$ cat src/parallel_port_pkg.sv
// Shared types and constants for the two-port handshake parallel port
package parallel_port_pkg;

    typedef enum logic [1:0] {
        MODE_OUT = 2'b00,
        MODE_IN = 2'b01,
        MODE_BIDIR = 2'b10,
        MODE_BIT = 2'b11
    } port_mode_t;

    typedef enum logic [1:0] {
        NEXT_CMD = 2'b00,
        NEXT_DIR = 2'b01,
        NEXT_MASK = 2'b10
    } next_word_t;

    typedef struct packed {
        port_mode_t mode;
        logic [7:0] vector;
        logic [7:0] io_dir;
        logic [7:0] mask;
        logic int_en;
        logic and_mode;
        logic active_high;
        next_word_t next_word;
    } port_cfg_t;

    typedef struct packed {
        logic chip_select_n;
        logic io_request_n;
        logic read_strobe_n;
        logic cycle_one_n;
        logic port_select;
        logic control_data_select;
    } cpu_ctl_t;

    localparam int DATA_W = 8;
    localparam int FIFO_DEPTH = 8;
    localparam int CLK_PERIOD_NS = 20;
    localparam int RESET_HOLD_CYCLES = 2;
    localparam logic [3:0] CW_MODE = 4'hF;
    localparam logic [3:0] CW_INT_CTRL = 4'h7;
    localparam logic [3:0] CW_INT_EN = 4'h3;
    localparam int CW_IE_BIT = 7;
    localparam int CW_AND_BIT = 6;
    localparam int CW_HIGH_BIT = 5;
    localparam int CW_MASK_BIT = 4;
    localparam logic [7:0] OPC_PREFIX = 8'hED;
    localparam logic [7:0] OPC_RETURN = 8'h4D;
    localparam port_cfg_t CFG_RESET = '{
        mode: MODE_IN, vector: 8'h00, io_dir: 8'hFF, mask: 8'hFF,
        int_en: 1'b0, and_mode: 1'b0, active_high: 1'b0,
        next_word: NEXT_CMD};

endpackage : parallel_port_pkg

$ cat src/parallel_port_handshake_irq.sv
// Two-port handshake parallel port with daisy-chain vectored interrupts
// Overview of operation
// - Port select low picks A, high B
// - Control select high means command, low data
// - Chip select, read, request drive read data
// - Chip select and request without read writes
// - Priority out high only if in high, idle
// - Cycle-one alone for two cycles resets the whole block
// - Output mode write latches data, raises ready
// - Ready holds until strobe rise; rise interrupts
// - Input mode loads pins while strobe low
// - Input strobe rise interrupts and drops ready together
// - Read completion re-raises ready next cycle
// - Bidirectional: A pair outputs, B pair inputs
// - Bidirectional A pins driven only strobe low
// - B ready shows A input empty; B strobe loads
// - Bit mode: no handshake, writes any time
// - Bit read mixes outputs and pre-read inputs
// - Bit mode mask logic interrupts; B silenced when A bidir
// - Acknowledge keeps enables; chain winner gives vector
// - Serviced port blocks chain until return opcode
// - Prefix opens chain; return byte ends service
// - Control word picks AND/OR and level
// - Vector bit zero forced to zero
// - Interrupts armed only after cycle-one low

// -------------------------------------------------
// Output data buffer
// -------------------------------------------------
module parallel_port_fifo #(
    parameter int WIDTH = 8,
    parameter int DEPTH = 8
) (
    input wire logic sys_clk_i,
    input wire logic reset_n_i,
    input wire logic in_valid_i,
    output logic in_ready_o,
    input wire logic [WIDTH-1:0] in_data_i,
    output logic out_valid_o,
    input wire logic out_ready_i,
    output logic [WIDTH-1:0] out_data_o
);
    localparam int PW = $clog2(DEPTH);
    logic [WIDTH-1:0] mem [DEPTH];
    logic [PW-1:0] wr_ptr;
    logic [PW-1:0] rd_ptr;
    logic [PW:0] count;
    logic push;
    logic pop;

    assign push = in_valid_i & in_ready_o;
    assign pop = out_valid_o & out_ready_i;
    assign in_ready_o = count != (PW+1)'(DEPTH);
    assign out_valid_o = count != '0;
    assign out_data_o = mem[rd_ptr];

    // Depth is a power of two, so pointers wrap naturally
    always_ff @(posedge sys_clk_i) begin
        if (!reset_n_i) begin
            wr_ptr <= '0;
            rd_ptr <= '0;
            count <= '0;
        end else begin
            if (push) wr_ptr <= wr_ptr + 1'b1;
            if (pop) rd_ptr <= rd_ptr + 1'b1;
            case ({push, pop})
                2'b10: count <= count + 1'b1;
                2'b01: count <= count - 1'b1;
                default: count <= count;
            endcase
        end
    end

    always_ff @(posedge sys_clk_i) begin
        if (push) mem[wr_ptr] <= in_data_i;
    end
endmodule : parallel_port_fifo

// -------------------------------------------------
// Port controller
// -------------------------------------------------
module parallel_port_handshake_irq (
    input wire logic sys_clk_i,
    input wire logic reset_n_i,
    input wire parallel_port_pkg::cpu_ctl_t cpu_ctl_i,
    input wire logic [7:0] cpu_data_i,
    output logic [7:0] cpu_data_o,
    output logic cpu_data_oe_o,
    output logic cpu_write_ready_o,
    input wire logic priority_in_i,
    output logic priority_out_o,
    input wire logic irq_n_i,
    output logic irq_n_o,
    output logic irq_oe_o,
    input wire logic [7:0] port_a_i,
    output logic [7:0] port_a_o,
    output logic [7:0] port_a_oe_o,
    input wire logic port_a_strobe_n_i,
    output logic port_a_ready_o,
    input wire logic [7:0] port_b_i,
    output logic [7:0] port_b_o,
    output logic [7:0] port_b_oe_o,
    input wire logic port_b_strobe_n_i,
    output logic port_b_ready_o
);
    import parallel_port_pkg::*;

    port_cfg_t cfg [2];
    logic [7:0] out_reg [2];
    logic [7:0] in_reg [2];
    logic [7:0] pins [2];
    logic [7:0] act [2];
    logic [7:0] cons [2];
    logic [1:0] stb_n, stb_q, stb_rise, rdy, pend, srv, armed;
    logic [1:0] role_in, role_out, role_in_q, ev, match, match_q;
    logic [1:0] cmd_wr, data_wr, load_out, rd_hit, int_ok;
    logic bus_act, bus_q, wr_take, rd_act, rd_q, rd_port, rd_end;
    logic ack_act, ack_q, ack_start, ack_hold, grant, grant_b;
    logic fetch, fetch_q, ed_seen, m1_alone, m1_q, rst, a_bidir;
    logic [7:0] fetch_data, fifo_data, rd_data;
    logic fifo_valid, fifo_in_ready, fifo_pop;

    // -------------------------------------------------
    // CPU cycle decode
    // -------------------------------------------------
    assign m1_alone = !cpu_ctl_i.cycle_one_n && cpu_ctl_i.read_strobe_n
                      && cpu_ctl_i.io_request_n;
    assign rst = !reset_n_i || (m1_alone && m1_q);
    assign bus_act = !cpu_ctl_i.chip_select_n && !cpu_ctl_i.io_request_n
                     && cpu_ctl_i.cycle_one_n;
    assign wr_take = bus_act && !bus_q && cpu_ctl_i.read_strobe_n;
    assign rd_act = bus_act && !cpu_ctl_i.read_strobe_n;
    assign rd_end = rd_q && !rd_act;
    assign ack_act = !cpu_ctl_i.cycle_one_n && !cpu_ctl_i.io_request_n;
    assign ack_start = ack_act && !ack_q;
    assign fetch = !cpu_ctl_i.cycle_one_n && !cpu_ctl_i.read_strobe_n
                   && cpu_ctl_i.io_request_n;
    assign a_bidir = cfg[0].mode == MODE_BIDIR;
    assign stb_n = {port_b_strobe_n_i, port_a_strobe_n_i};
    assign stb_rise = stb_n & ~stb_q;
    assign pins[0] = port_a_i;
    assign pins[1] = port_b_i;
    assign fifo_pop = fifo_valid && role_out[0] && !rdy[0];
    assign grant = priority_in_i && !(|srv) && (|pend);
    assign grant_b = !pend[0];
    assign port_a_o = out_reg[0];
    assign port_b_o = out_reg[1];
    assign port_a_ready_o = rdy[0];
    assign port_b_ready_o = rdy[1];

    always_ff @(posedge sys_clk_i) begin
        if (!reset_n_i) m1_q <= 1'b0;
        else m1_q <= m1_alone;
    end

    always_ff @(posedge sys_clk_i) begin
        if (rst) begin
            bus_q <= 1'b0;
            rd_q <= 1'b0;
            rd_port <= 1'b0;
            ack_q <= 1'b0;
            fetch_q <= 1'b0;
            fetch_data <= 8'h00;
        end else begin
            bus_q <= bus_act;
            rd_q <= rd_act && !cpu_ctl_i.control_data_select;
            if (rd_act) rd_port <= cpu_ctl_i.port_select;
            ack_q <= ack_act;
            fetch_q <= fetch;
            if (fetch) fetch_data <= cpu_data_i;
        end
    end

    // -------------------------------------------------
    // Per-port roles and events
    // -------------------------------------------------
    always_comb begin
        for (int p = 0; p < 2; p++) begin
            cmd_wr[p] = wr_take && cpu_ctl_i.control_data_select
                        && (cpu_ctl_i.port_select == 1'(p));
            data_wr[p] = wr_take && !cpu_ctl_i.control_data_select
                         && (cpu_ctl_i.port_select == 1'(p));
            act[p] = cfg[p].active_high ? pins[p] : ~pins[p];
            cons[p] = cfg[p].io_dir & ~cfg[p].mask;
            match[p] = cfg[p].and_mode
                ? (cons[p] != 8'h00 && (act[p] & cons[p]) == cons[p])
                : |(act[p] & cons[p]);
            int_ok[p] = cfg[p].int_en && armed[p];
        end
        role_out[0] = cfg[0].mode == MODE_OUT || a_bidir;
        role_in[0] = cfg[0].mode == MODE_IN;
        role_out[1] = cfg[1].mode == MODE_OUT && !a_bidir;
        role_in[1] = (cfg[1].mode == MODE_IN && !a_bidir) || a_bidir;
        rd_hit[0] = rd_end && rd_port == 1'b0;
        rd_hit[1] = rd_end && rd_port == !a_bidir;
        load_out[0] = fifo_pop;
        load_out[1] = data_wr[1] && role_out[1];
        ev[0] = (stb_rise[0] && (role_out[0] || role_in[0]))
                || (match[0] && !match_q[0] && cfg[0].mode == MODE_BIT);
        ev[1] = (stb_rise[1] && (role_out[1] || role_in[1]))
                || (match[1] && !match_q[1] && cfg[1].mode == MODE_BIT
                    && !a_bidir);
    end

    // -------------------------------------------------
    // Configuration words
    // -------------------------------------------------
    always_ff @(posedge sys_clk_i) begin
        for (int p = 0; p < 2; p++) begin
            if (rst) begin
                cfg[p] <= CFG_RESET;
            end else if (cmd_wr[p]) begin
                case (cfg[p].next_word)
                    NEXT_DIR: begin
                        cfg[p].io_dir <= cpu_data_i;
                        cfg[p].next_word <= NEXT_CMD;
                    end
                    NEXT_MASK: begin
                        cfg[p].mask <= cpu_data_i;
                        cfg[p].next_word <= NEXT_CMD;
                    end
                    default: begin
                        if (!cpu_data_i[0]) begin
                            cfg[p].vector <= {cpu_data_i[7:1], 1'b0};
                        end else if (cpu_data_i[3:0] == CW_MODE) begin
                            cfg[p].mode <= port_mode_t'(cpu_data_i[7:6]);
                            cfg[p].next_word <= (cpu_data_i[7:6] == MODE_BIT)
                                ? NEXT_DIR : NEXT_CMD;
                        end else if (cpu_data_i[3:0] == CW_INT_CTRL) begin
                            cfg[p].int_en <= cpu_data_i[CW_IE_BIT];
                            cfg[p].and_mode <= cpu_data_i[CW_AND_BIT];
                            cfg[p].active_high <= cpu_data_i[CW_HIGH_BIT];
                            cfg[p].next_word <= cpu_data_i[CW_MASK_BIT]
                                ? NEXT_MASK : NEXT_CMD;
                        end else if (cpu_data_i[3:0] == CW_INT_EN) begin
                            cfg[p].int_en <= cpu_data_i[CW_IE_BIT];
                        end
                    end
                endcase
            end
        end
    end

    // Any command disarms the port until the next cycle-one low
    always_ff @(posedge sys_clk_i) begin
        for (int p = 0; p < 2; p++) begin
            if (rst) armed[p] <= 1'b0;
            else if (cmd_wr[p]) armed[p] <= 1'b0;
            else if (!cpu_ctl_i.cycle_one_n) armed[p] <= 1'b1;
        end
    end

    // -------------------------------------------------
    // Port A output buffer; CPU must respect write ready
    // -------------------------------------------------
    parallel_port_fifo #(.WIDTH(DATA_W), .DEPTH(FIFO_DEPTH)) a_fifo (
        .sys_clk_i(sys_clk_i),
        .reset_n_i(!rst),
        .in_valid_i(data_wr[0] && role_out[0]),
        .in_ready_o(fifo_in_ready),
        .in_data_i(cpu_data_i),
        .out_valid_o(fifo_valid),
        .out_ready_i(fifo_pop),
        .out_data_o(fifo_data)
    );

    always_ff @(posedge sys_clk_i) begin
        if (rst) cpu_write_ready_o <= 1'b0;
        else cpu_write_ready_o <= fifo_in_ready;
    end

    // -------------------------------------------------
    // Data registers and pin drive
    // -------------------------------------------------
    always_ff @(posedge sys_clk_i) begin
        if (rst) begin
            out_reg[0] <= 8'h00;
            out_reg[1] <= 8'h00;
        end else begin
            if (fifo_pop) out_reg[0] <= fifo_data;
            else if (data_wr[0] && !role_out[0]) out_reg[0] <= cpu_data_i;
            if (data_wr[1]) out_reg[1] <= cpu_data_i;
        end
    end

    always_ff @(posedge sys_clk_i) begin
        for (int p = 0; p < 2; p++) begin
            if (rst) begin
                in_reg[p] <= 8'h00;
            end else if (cfg[p].mode == MODE_BIT && !(p == 1 && a_bidir)) begin
                if (cpu_ctl_i.read_strobe_n) in_reg[p] <= pins[p];
            end
        end
        if (!rst) begin
            if (role_in[0] && !stb_n[0]) in_reg[0] <= pins[0];
            if (a_bidir && !stb_n[1]) in_reg[0] <= pins[0];
            else if (role_in[1] && !a_bidir && !stb_n[1])
                in_reg[1] <= pins[1];
        end
    end

    always_ff @(posedge sys_clk_i) begin
        if (rst) begin
            port_a_oe_o <= 8'h00;
            port_b_oe_o <= 8'h00;
        end else begin
            case (cfg[0].mode)
                MODE_OUT: port_a_oe_o <= 8'hFF;
                MODE_BIDIR: port_a_oe_o <= {8{!port_a_strobe_n_i}};
                MODE_BIT: port_a_oe_o <= ~cfg[0].io_dir;
                default: port_a_oe_o <= 8'h00;
            endcase
            case (cfg[1].mode)
                MODE_OUT: port_b_oe_o <= 8'hFF;
                MODE_BIT: port_b_oe_o <= ~cfg[1].io_dir;
                default: port_b_oe_o <= 8'h00;
            endcase
        end
    end

    // -------------------------------------------------
    // Handshake ready
    // -------------------------------------------------
    always_ff @(posedge sys_clk_i) begin
        for (int p = 0; p < 2; p++) begin
            if (rst) begin
                rdy[p] <= 1'b0;
                role_in_q[p] <= 1'b0;
                stb_q[p] <= 1'b1;
                match_q[p] <= 1'b0;
            end else begin
                role_in_q[p] <= role_in[p];
                stb_q[p] <= stb_n[p];
                match_q[p] <= match[p];
                // Leaving the input role drops the stale input-empty ready
                if (role_out[p]) begin
                    if (load_out[p]) rdy[p] <= 1'b1;
                    else if (stb_rise[p] || role_in_q[p])
                        rdy[p] <= 1'b0;
                end else if (role_in[p]) begin
                    if (stb_rise[p]) rdy[p] <= 1'b0;
                    else if (rd_hit[p] || !role_in_q[p])
                        rdy[p] <= 1'b1;
                end else begin
                    rdy[p] <= 1'b0;
                end
            end
        end
    end

    // -------------------------------------------------
    // Interrupts and daisy chain
    // -------------------------------------------------
    always_ff @(posedge sys_clk_i) begin
        for (int p = 0; p < 2; p++) begin
            if (rst) begin
                pend[p] <= 1'b0;
            end else if (ev[p] && int_ok[p]) begin
                pend[p] <= 1'b1;
            end else if (ack_start && grant && grant_b == 1'(p)) begin
                pend[p] <= 1'b0;
            end
        end
    end

    always_ff @(posedge sys_clk_i) begin
        if (rst) begin
            srv <= 2'b00;
            ed_seen <= 1'b0;
        end else begin
            if (ack_start && grant) srv[grant_b] <= 1'b1;
            if (fetch_q && !fetch) begin
                ed_seen <= fetch_data == OPC_PREFIX;
                if (ed_seen && fetch_data == OPC_RETURN && priority_in_i) begin
                    if (srv[0]) srv[0] <= 1'b0;
                    else srv[1] <= 1'b0;
                end
            end
        end
    end

    always_ff @(posedge sys_clk_i) begin
        if (rst) begin
            priority_out_o <= 1'b0;
            irq_oe_o <= 1'b0;
        end else begin
            priority_out_o <= priority_in_i && !(|srv)
                              && (!(|pend) || ed_seen);
            irq_oe_o <= priority_in_i && !(|srv) && (|pend);
        end
    end

    always_ff @(posedge sys_clk_i) begin
        if (rst) irq_n_o <= 1'b0;
        else irq_n_o <= 1'b0;
    end

    // -------------------------------------------------
    // CPU read data and vector
    // -------------------------------------------------
    always_comb begin
        rd_data = in_reg[cpu_ctl_i.port_select];
        if (cfg[cpu_ctl_i.port_select].mode == MODE_BIT) begin
            rd_data = (out_reg[cpu_ctl_i.port_select]
                       & ~cfg[cpu_ctl_i.port_select].io_dir)
                      | (in_reg[cpu_ctl_i.port_select]
                         & cfg[cpu_ctl_i.port_select].io_dir);
        end else if (cfg[cpu_ctl_i.port_select].mode == MODE_OUT) begin
            rd_data = out_reg[cpu_ctl_i.port_select];
        end
    end

    always_ff @(posedge sys_clk_i) begin
        if (rst) begin
            cpu_data_o <= 8'h00;
            cpu_data_oe_o <= 1'b0;
            ack_hold <= 1'b0;
        end else begin
            ack_hold <= ack_act && (ack_hold || (ack_start && grant));
            if (ack_start && grant) cpu_data_o <= cfg[grant_b].vector;
            else if (rd_act) cpu_data_o <= rd_data;
            cpu_data_oe_o <= rd_act
                || (ack_act && (ack_hold || (ack_start && grant)));
        end
    end
endmodule : parallel_port_handshake_irq

$ cat config.mk
export PLATFORM = sky130hd
export DESIGN_NAME = parallel_port_handshake_irq
export DESIGN_NICKNAME = d
export VERILOG_FILES = /design/src/parallel_port_pkg.sv /design/src/parallel_port_handshake_irq.sv
export SDC_FILE = /design/constraint.sdc
export NUM_CORES = 1
export LEC_CHECK = 0
export ABC_AREA = 1
export BUFFER_PORTS_ARGS = -buffer_cell sky130_fd_sc_hd__buf_2
export CORE_MARGIN = 1
export CORE_UTILIZATION = 55
export CTS_BUF_LIST = sky130_fd_sc_hd__clkbuf_4 sky130_fd_sc_hd__clkbuf_8
export DETAILED_ROUTE_END_ITERATION = 6
export PLACE_DENSITY = 0.8
export SLEW_MARGIN = 20
export SYNTH_ARGS = -nofsm -noshare
export SYNTH_HDL_FRONTEND = slang
export SYNTH_SLANG_ARGS = --single-unit
$ cat constraint.sdc
create_clock -name sys_clk_i -period 2.3 [get_ports sys_clk_i]
set_input_delay 0.46 -clock sys_clk_i [delete_from_list [all_inputs] [get_ports sys_clk_i]]
set_output_delay 0.46 -clock sys_clk_i [all_outputs]
set_load 0.01 [all_outputs]
# Word-level counts from Yosys, hierarchy flattened
# Memory sizes are Yosys's and may differ from the RTL's. A register that Yosys moved wholly into a read port is not among the register bits.
# Index checks and enable logic that the tools add are counted.
# W data, S select, Z words.
# word_totals
ram_bits,156
regBits,68
mem_count,4
word_cells,391
in_bits,36
# op_classes
mux,159
bitwise_logic,53
eq_ne,26
add_sub_neg,4
reduce_logical,114
n_lt_le_gt_ge,2
# mem_list
name,words,word_bits,rd,rd_clocked_by_memory_dff,write_ports,line_no,rtl
a_fifo.mem,8,8,1,1,1,parallel_port_handshake_irq.sv:44,logic [WIDTH-1:0] mem [DEPTH];
cfg,2,30,4,0,2,parallel_port_handshake_irq.sv:108,port_cfg_t cfg [2];
in_reg,2,8,1,0,2,parallel_port_handshake_irq.sv:110,logic [7:0] in_reg [2];
out_reg,2,8,3,0,2,parallel_port_handshake_irq.sv:109,logic [7:0] out_reg [2];
# op_table
cell,n
$mux W8,18
$mux W1,119
$logic_and A1 B1 Y1,58
$not A8 Y8,7
$and A8 B8 Y8,6
$or A1 B1 Y1,32
$mux W2,14
$pmux W8 S3,1
$logic_not A1 Y1,22
$eq A2 B2 Y1 const B,8
$eq A8 B8 Y1,2
$pmux W8 S2,1
$reduce_bool A8 Y1,2
$reduce_or A8 Y1,2
$logic_or A1 B1 Y1,14
$mux W7,2
$reduce_or A2 Y1,6
$eq A2 B1 Y1 const B,5
$eq A8 B7 Y1 const B,1
$eq A8 B8 Y1 const B,1
$ne A4 B2 Y1 const B,2
$or A8 B8 Y8,1
$pmux W4 S2,1
$reduce_bool A2 Y1,4
21 further kinds,29

# Longest topological paths before layout
# Gate-level depths: netlist (run 1).
# logic_depth
word_depth,14
depth_mapped,15
mapped_depth_nobuf,15

# Cells and area by module
# A second synthesis (run 1) with hierarchy kept.
# hier_totals
cells_unflattened,1204
hier_area_um2,10655.2
# by_module_without_submodules
mod,cells_per_inst,seq_area_each_um2,n_inst,area_per_inst_um2
parallel_port_handshake_irq,931,3923.8,1,7462.2
parallel_port_fifo,273,2182.1,1,3193.1

# Worst setup path before layout (run 1)
# No wires, ideal clock.
# synth_path
path_type,input -> register
startpoint,input cpu_ctl_i[4] (netlist bit)
endpoint,"memory a_fifo.mem[0][0], enable pin"
slack_ps,-49
t_arrival_ps,1965
t_required_ps,1917
stages,8
path_cell_list,nor2_2 -> nand2_2 -> nor2_2 -> nand3_2 -> nor3_2 -> inv_2 -> or2_4 -> nor3_1
# synth_via
elab_chain_len,11
# synth_lines
item,line_no,rtl
from (decl),parallel_port_handshake_irq.sv:85,"input wire parallel_port_pkg::cpu_ctl_t cpu_ctl_i,"
$logic_not A1 Y1,parallel_port_handshake_irq.sv:129,assign bus_act = !cpu_ctl_i.chip_select_n && !cpu_ctl_i.io_request_n
$logic_and A1 B1 Y1,parallel_port_handshake_irq.sv:129,
$logic_and A1 B1 Y1,parallel_port_handshake_irq.sv:130,&& cpu_ctl_i.cycle_one_n;
$logic_and A1 B1 Y1 (2 in series),parallel_port_handshake_irq.sv:131,assign wr_take = bus_act && !bus_q && cpu_ctl_i.read_strobe_n;
$logic_and A1 B1 Y1,parallel_port_handshake_irq.sv:181,data_wr[p] = wr_take && !cpu_ctl_i.control_data_select
$logic_and A1 B1 Y1,parallel_port_handshake_irq.sv:182,&& (cpu_ctl_i.port_select == 1'(p));
$logic_and A1 B1 Y1,parallel_port_handshake_irq.sv:259,".in_valid_i(data_wr[0] && role_out[0]),"
$and A1 B1 Y1,parallel_port_handshake_irq.sv:51,assign push = in_valid_i & in_ready_o;
$mux W1,parallel_port_handshake_irq.sv:75,if (push) mem[wr_ptr] <= in_data_i;
$mux W1 (implied by the code),parallel_port_handshake_irq.sv:75,
to (decl),parallel_port_handshake_irq.sv:44,
# Every way passes these cells.

==> results of run 1 <==
cell usage after synthesis, types with 2 or more instances:
master	number	area, sq um
buf_1	2	7.51
o21ai_1	11	55.1
ha_1	12	150
inv_2	8	30.0
o32ai_1	16	140
o22ai_2	2	25.0
clkbuf_1	13	48.8
xor2_1	5	43.8
a21oi_1	52	260
edfxtp_1	156	4680
buf_4	3	22.5
nand4_1	8	50.1
o211ai_1	3	22.5
nand2_1	302	1130
xnor2_1	7	61.3
nor3_2	5	50.1
buf_2	16	80.1
o31ai_1	2	15.0
nor3_1	17	85.1
nand2_2	5	31.3
clkinv_1	4	15.0
buf_6	2	22.5
or2_2	3	18.8
nor4_1	4	25.0
o21ai_2	3	26.3
dfxtp_1	71	1420
mux2i_1	9	90.1
nand3_1	34	170
inv_1	139	522
nor2_1	175	657
nor2_2	7	43.8
o21ai_0	59	295
nor2b_1	2	12.5
nor2_4	3	33.8
logic make-up after synthesis:
logic type,Yosys count
flip-flops,227
XOR/XNOR,12
buffers and inverters,189
multiplexers,9
adder cells (fa/ha/maj),12
other,1
AO/OA/AOI/OAI,156
AND/OR/NAND/NOR,574
layer usage:
metal	wire, microns	up-vias	GRT usage, %
met5	0	-	0
met4	1020	0	12.6
met3	2750	80	4.24
met2	12300	480	45.1
met1	10900	4048	37.7
li1	-	4135	-
power groups by stage:
stage | combinational (mW) | clock, mW | sequential, mW
floorplan | 0.289 | 0 | 4.56
global placement | 0.513 | 0 | 4.56
detailed placement | 0.527 | 0 | 4.56
CTS | 0.531 | 3.56 | 4.48
global route | 0.584 | 3.75 | 4.48
finish | 0.539 | 3.54 | 4.48
worst max-delay path: stages (launching register included):
cell and delay [ns]:
edfxtp_1 0.40, inv_2 0.13, nand2_2 0.11, nor3_4 0.21, inv_2 0.06, ha_1 0.24
nand2_1 0.08, inv_1 0.05, nor2_1 0.13, nand3_1 0.13, o31ai_1 0.11, o211ai_1 0.18
o21ai_1 0.14, a21oi_1 0.05
how the worst max path moves through the flow:
stage                          from               end  slack [ns]  cells past startpoint
floorplan              cpu_ctl_i[4]  a_fifo.mem[0][0]       -0.05                      8
global placement       cpu_ctl_i[4]   a_fifo.count[3]       -0.04                     16
detailed placement     cpu_ctl_i[4]   a_fifo.count[3]       -0.12                     16
CTS                 a_fifo.count[0]   a_fifo.count[3]        0.17                     14
global route        a_fifo.count[2]   a_fifo.count[3]       -0.01                     14
finish                   cfg[0][28]   a_fifo.count[3]        0.18                     13
area by class of cell:
cell class	count	area share [%]
inverters	152	4.76
well taps	234	2.39
clock buffers	61	5.89
clock inverters	7	0.256
flip-flops and latches	227	49.9
repair buffers	134	6.69
multi-input cells	764	30.1
stage by stage:
| stage | cells | utilization [%] | setup WS (ns) |
|---|---|---|---|
| final | 1579 | 65.2 | 0.177 |
| after global routing | 1579 | 65.2 | -0.0135 |
| after CTS | 1579 | 65.1 | 0.167 |
| after detailed placement | 1511 | 61.1 | -0.122 |
| after global placement | 1511 | 61.1 | -0.0381 |
| after floorplan | 1180 | - | -0.0486 |
==> metrics.md, run 1 <==
| Metric | Value |
|---|---|
| Setup TNS | `0 ns` |
| Max Slew Vio Count | `0` |
| Switching Share | `a little under a quarter` |
| CP Data Arrival Time | `~2.5 ns` |
| Die footprint | `~20000 sq um` |
| Layout Nets | `~1400` |
| Hold depth | `2` |
| Routed WL | `roughly 27000 microns` |
| Gr usage total | `between 20% and 30%` |
| Clk_skew | `roughly 0.025 ns` |
| Commonest cells after routing, fill and taps aside | `nand2_1 (301), nor2_1 (175), edfxtp_1 (156), inv_1 (139), buf_2 (80)` |
| Yosys Warn Count | `0` |
| Int Power | `around 6.6 mW` |
| Sink Count | `around 230` |
| Post-CTS setup buffer count | `0` |
| Hold_sp | `cpu_ctl_i[0]` |
| Largest net degree at the start of global routing | `35` |
| Slew margin rel. | `a little under three fifths` |
| Flops & latches, synth | `between 200 and 250` |
| CTS max path bufs | `3` |
| Worst-skew pair later-pin latency | `0.54 ns` |
| Final Instance Area | `about 12000 sq um` |
| Startpoint types | `flip-flop` |
| # diodes | `0` |
| Combinational power share | `about 6.3%` |
| Congestion Overflow GR | `0` |
| Vias in the first global route | `8176` |
| # setup viols final | `0` |
| Gpl congestion | `0.915` |
| Req. time, crit path | `between 2 and 3 ns` |
| CP endpoint kind | `flip-flop` |
| Commonest non-fill, non-tap cell in the layout | `nand2_1` |
| Vias/cell | `roughly 5.5` |
| Ratio of cells with drive above 1 in the final layout | `between 10% and 20%` |
| CP max FO | `5` |
| Reg2Reg Depth | `13` |
| Core Area | `around 19000 sq um` |
| Hold WC Path Type | `input port to flip-flop` |
| First-pass GRT wire length | `about 42000 microns` |
| Hold Worst Slack | `between 0.15 and 0.2 ns` |
| Largest family of logic cells by synthesized area | `simple AND/OR/NAND/NOR gates` |
| Post-Synthesis Net Count | `roughly 1200` |
| Post_cts resized | `0` |
| Post-synthesis sequential area ratio | `between 50 and 60%` |
| Reg-to-reg critical path endpoint | `a_fifo.count[3]` |
| Root buffer cell | `clkbuf_8` |
| IO Pins | `83` |
| Area of the multi-input gates | `3680 sq um` |
| Min-Delay Endpoint | `rd_q` |
| NetSw | `roughly 2.0 mW` |
| FF-to-FF Start | `cfg[0][28]` |
| Via Count | `8743` |
| Die width | `between 100 and 150 microns` |
| Post-DRT Antenna Nets | `0` |
| Hpwl dp | `approximately 19000 microns` |
| Hold buffer count at CTS | `0` |
| Post-synth cell types | `54` |
| Largest Register | `a_fifo.mem` |
| Flop pwr share | `a little over half` |
| Initial antenna violation count | `0` |
| FP Rows | `50` |
| Pleak | `5.44 nW` |
| Number of synthesized flops with an enable pin | `approximately 160` |
| Die Ht | `around 140 microns` |
| Compound-Gate Fraction of Synth Area | `under 10%` |
| Adder-cell share of the synthesized area | `approximately 1.4%` |
| Synth-to-Final Area Change | `16.2%` |
| Initial Util | `56.1%` |
| CTS tree | `done` |
| Placed Area | `11500 sq um` |
| Fillers | `about 1500` |
| H-tree levels | `2` |
| Synth Area in XOR/XNOR | `less than 1%` |
| Initial DRC count | `860` |
| Status | `completed` |
| Area of the mapped netlist | `around 11000 sq um` |
| Max Fclk | `about 0.47 GHz` |
| Tcrit/Tclk final | `between 90% and 100%` |
| Slew @ Worst Pin | `0.655 ns` |
| Registers with the most flip-flops | `a_fifo.mem (64), cfg (60)` |
| Syn Inst Count | `1180` |
| Top_reg_cell synth | `edfxtp_1` |
| VDD IR-drop max | `344 uV` |
| R2r setup slk | `around 0.18 ns` |
| Synth Area in Simple Gates | `between 20 and 25%` |
| Pwr dens | `approximately 700 nW/um^2` |
| I/O Buffers | `80` |
| Final Hold Viols | `0` |
| Syn avg cell area | `8.93 sq um` |
| Inserted Clock Buffers | `37` |
| Critical path class | `flip-flop to flip-flop` |
| TritonRoute pass-1 iters | `6` |
| Multiplexer share of the synthesized area | `less than 1%` |
| Maxcap violations | `0` |
| Clk pin slew, worst setup/hold paths | `0.06 ns` |
| Max FFs per register | `64` |
| Drc violations | `0` |
| Clk pwr share | `between 40% and 50%` |
| Register Area | `6110 sq um` |
| Ys async rst share | `0%` |
| Post-layout min period | `roughly 2.1 ns` |
| Total power | `~8.6 mW` |
| Routed len/inst | `~17 microns` |
Note: power is estimated with default switching activity, not from simulation.
==> run 2, diff against run 1 <==
MAX_ROUTING_LAYER = met4   (was not set)
==> metrics.md, run 2 (synthesis gave the netlist of run 1 again) <==
| Metric | Value |
|---|---|
| Commonest non-fill, non-tap cell in the layout | `nand2_1` |
| Worst-path cell chain | `inv_2, nand2_2, nor3_2, inv_2, ha_1, nand2_1, inv_1, nor2_1, nand3_1, o31ai_1, o211ai_1, o21ai_0, a21oi_1` |
| # setup viols final | `0 (unchanged)` |
| Synth-to-Final Area Change | `16.1% (about the same)` |
| Req. time, crit path | `2.73 ns (+0.02 ns)` |
| Tcrit/Tclk final | `94.0% (+1.6 points)` |
| IO Pins | `83 (unchanged)` |
| CP peak stage delay | `0.41 ns (about the same)` |
| Max Slew Vio Count | `0 (unchanged)` |
| Layout Nets | `1368 (+0.29%)` |
| Commonest cells after routing, fill and taps aside | `nand2_1 (301), nor2_1 (175), edfxtp_1 (156), inv_1 (139), buf_2 (80)` |
| Die width | `140 microns (unchanged)` |
| Setup TNS | `0 ns (unchanged)` |
| Die Ht | `140 microns (unchanged)` |
| Vias/cell | `5.53 (about the same)` |
| I/O Buffers | `80 (unchanged)` |
| Congestion Overflow GR | `0 (unchanged)` |
| Initial Util | `56.1% (unchanged)` |
| Final Worst Setup Slack | `0.139 ns (-0.0379 ns)` |
| Pwr dens | `702 nW/um^2 (+0.29%)` |
| Critical path class | `flip-flop to flip-flop` |
| Hpwl dp | `19400 microns (+3.0%)` |
| TritonRoute pass-1 iters | `5 (-1)` |
| Post-Place Worst Slack | `-0.144 ns (-0.0221 ns)` |
| Max FFs per register | `64 (unchanged)` |
| CTS tree | `done` |
| Maxcap violations | `0 (unchanged)` |
| FP Rows | `50 (unchanged)` |
| Hold Worst Slack | `0.130 ns (-0.0217 ns)` |
| First-pass GRT wire length | `42500 microns (+1.4%)` |
| Die footprint | `19700 sq um (unchanged)` |
| Core Area | `18800 sq um (unchanged)` |
| CTS max path bufs | `3 (unchanged)` |
| Initial DRC count | `865 (+0.58%)` |
| Status | `completed` |
| CP max FO | `5 (unchanged)` |
| Post-DRT Antenna Nets | `0 (unchanged)` |
| CP endpoint kind | `flip-flop` |
| CP Data Arrival Time | `2.59 ns (+0.05 ns)` |
| Register Area | `6110 sq um (about the same)` |
| Delay-heaviest family, CP | `simple AND/OR/NAND/NOR gates` |
| Critical path origin | `cfg[0][28]` |
| Area of the multi-input gates | `3670 sq um (-0.37%)` |
| Crit-path slowest cell | `edfxtp_1` |
| Slew @ Worst Pin | `0.656 ns (+0.000689 ns)` |
| Worst-skew pair later-pin latency | `0.55 ns (about the same)` |
| Registers with the most flip-flops | `a_fifo.mem (64), cfg (60)` |
| Gpl congestion | `0.957 (+4.6%)` |
| Sink Count | `227 (unchanged)` |
| Final Hold Viols | `0 (unchanged)` |
| Dpl cells | `1514 (+0.20%)` |
| CP bufs+invs | `3 (unchanged)` |
| Most frequent CP cell | `inv_2` |
| Hold buffer count at CTS | `0 (unchanged)` |
| VDD IR-drop max | `363 uV (+5.5%)` |
| FF-to-FF Start | `cfg[0][28]` |
| Routed WL | `27400 microns (+1.4%)` |
| Root buffer cell | `clkbuf_8` |
| Initial antenna violation count | `0 (unchanged)` |
| Layout Cells excl Fill | `1584 (+0.32%)` |
| Vias in the first global route | `8242 (+0.81%)` |
| Hold WC Path Type | `input port to flip-flop` |
| Inserted Clock Buffers | `38 (+2.7%)` |
| Ratio of cells with drive above 1 in the final layout | `18.2% (-0.068 points)` |
| Via Count | `8766 (+0.26%)` |
| Max Fclk | `0.463 GHz (-1.8%)` |
| Clk pin slew, worst setup/hold paths | `0.06 ns (about the same)` |
| Routed len/inst | `17.3 microns (+1.1%)` |
| Gr usage total | `29.4% (+1.3 points)` |
| Unrepaired setup endpoints after global routing | `false` |
| Largest Register | `a_fifo.mem` |
| Clk_skew | `0.0163 ns (-0.00877 ns)` |
| H-tree levels | `2 (unchanged)` |
| Hold_sp | `cpu_ctl_i[0]` |
| Slew margin rel. | `56.2% (about the same)` |
| Startpoint types | `flip-flop` |
| # diodes | `0 (unchanged)` |
| Post-layout min period | `2.16 ns (+0.0379 ns)` |
| Drc violations | `0 (unchanged)` |
| Fillers | `1469 (+0.62%)` |
| Largest net degree at the start of global routing | `33 (-5.7%)` |
| Pleak | `5.45 nW (about the same)` |
[run 2: changes by cell type in the layout (fill, tap and decap cells not counted), sizes merged]
cell      change
clkbuf       -10
clkinv        +8
buf           +3
inv           +2
bufinv        +1
clkinvlp      +1
[run 2: worst reg2reg max path, stage by stage (launching register included)]
cell,delay [ns]
edfxtp_1,0.41
inv_2,0.13
nand2_2,0.11
nor3_2,0.23
inv_2,0.06
ha_1,0.24
nand2_1,0.08
inv_1,0.05
nor2_1,0.15
nand3_1,0.13
o31ai_1,0.10
o211ai_1,0.15
o21ai_0,0.16
a21oi_1,0.05
[run 2: per-layer routing]
metal / part of all wire [%] / GRT usage [%] / routed length [microns]
met3: 9.9 / 6.02 / 2700
met2: 45 / 44.8 / 12400
met4: 3.7 / 13.5 / 1010
met5: 0 / - / 0
met1: 41 / 37.8 / 11300
[run 2: power breakdown]
group          switching (mW)  leakage, nW  internal (mW)
Clock                    1.65        0.395           1.91
Combinational           0.377         3.06          0.164
Sequential             0.0448         1.99           4.44
Total                    2.08         5.45           6.51
[run 2: cell type report]
| class | instances | share of cell area (%) |
|---|---|---|
| Timing Repair Buffer | 137 | 6.77 |
| Tap cell | 234 | 2.39 |
| Clock buffer | 51 | 5.13 |
| Multi-Input combinational cell | 764 | 30.0 |
| Sequential cell | 227 | 49.9 |
| Inverter | 152 | 4.77 |
| Clock inverter | 19 | 1.00 |
[run 2: path summary, 6_finish.rpt]
path | end | cells after the start | slack, ns
worst max-delay path | a_fifo.count[3] | 13 | 0.14
worst min-delay path | rd_q | 2 | 0.13
worst max register to register | a_fifo.count[3] | 13 | 0.14
worst min register to register | a_fifo.rd_ptr[2] | 2 | 0.46
[run 2: repair_timing]
item                                    4_1_cts  5_1_grt
endpoints found under the hold margin         0        0
buffers inserted                              0        0
endpoints found under the setup margin        0        2
resized for setup                             0        3
[run 2: per-stage QoR]
stage	instance area (sq um)	utilization, %	power (mW)
6_report	12200	65.2	8.58
5_1_grt	12200	65.2	8.84
4_1_cts	12200	65.1	8.60
3_5_place_dp	11500	61.1	5.09
3_3_place_gp	11500	61.1	5.08
2_1_floorplan	10500	-	4.85
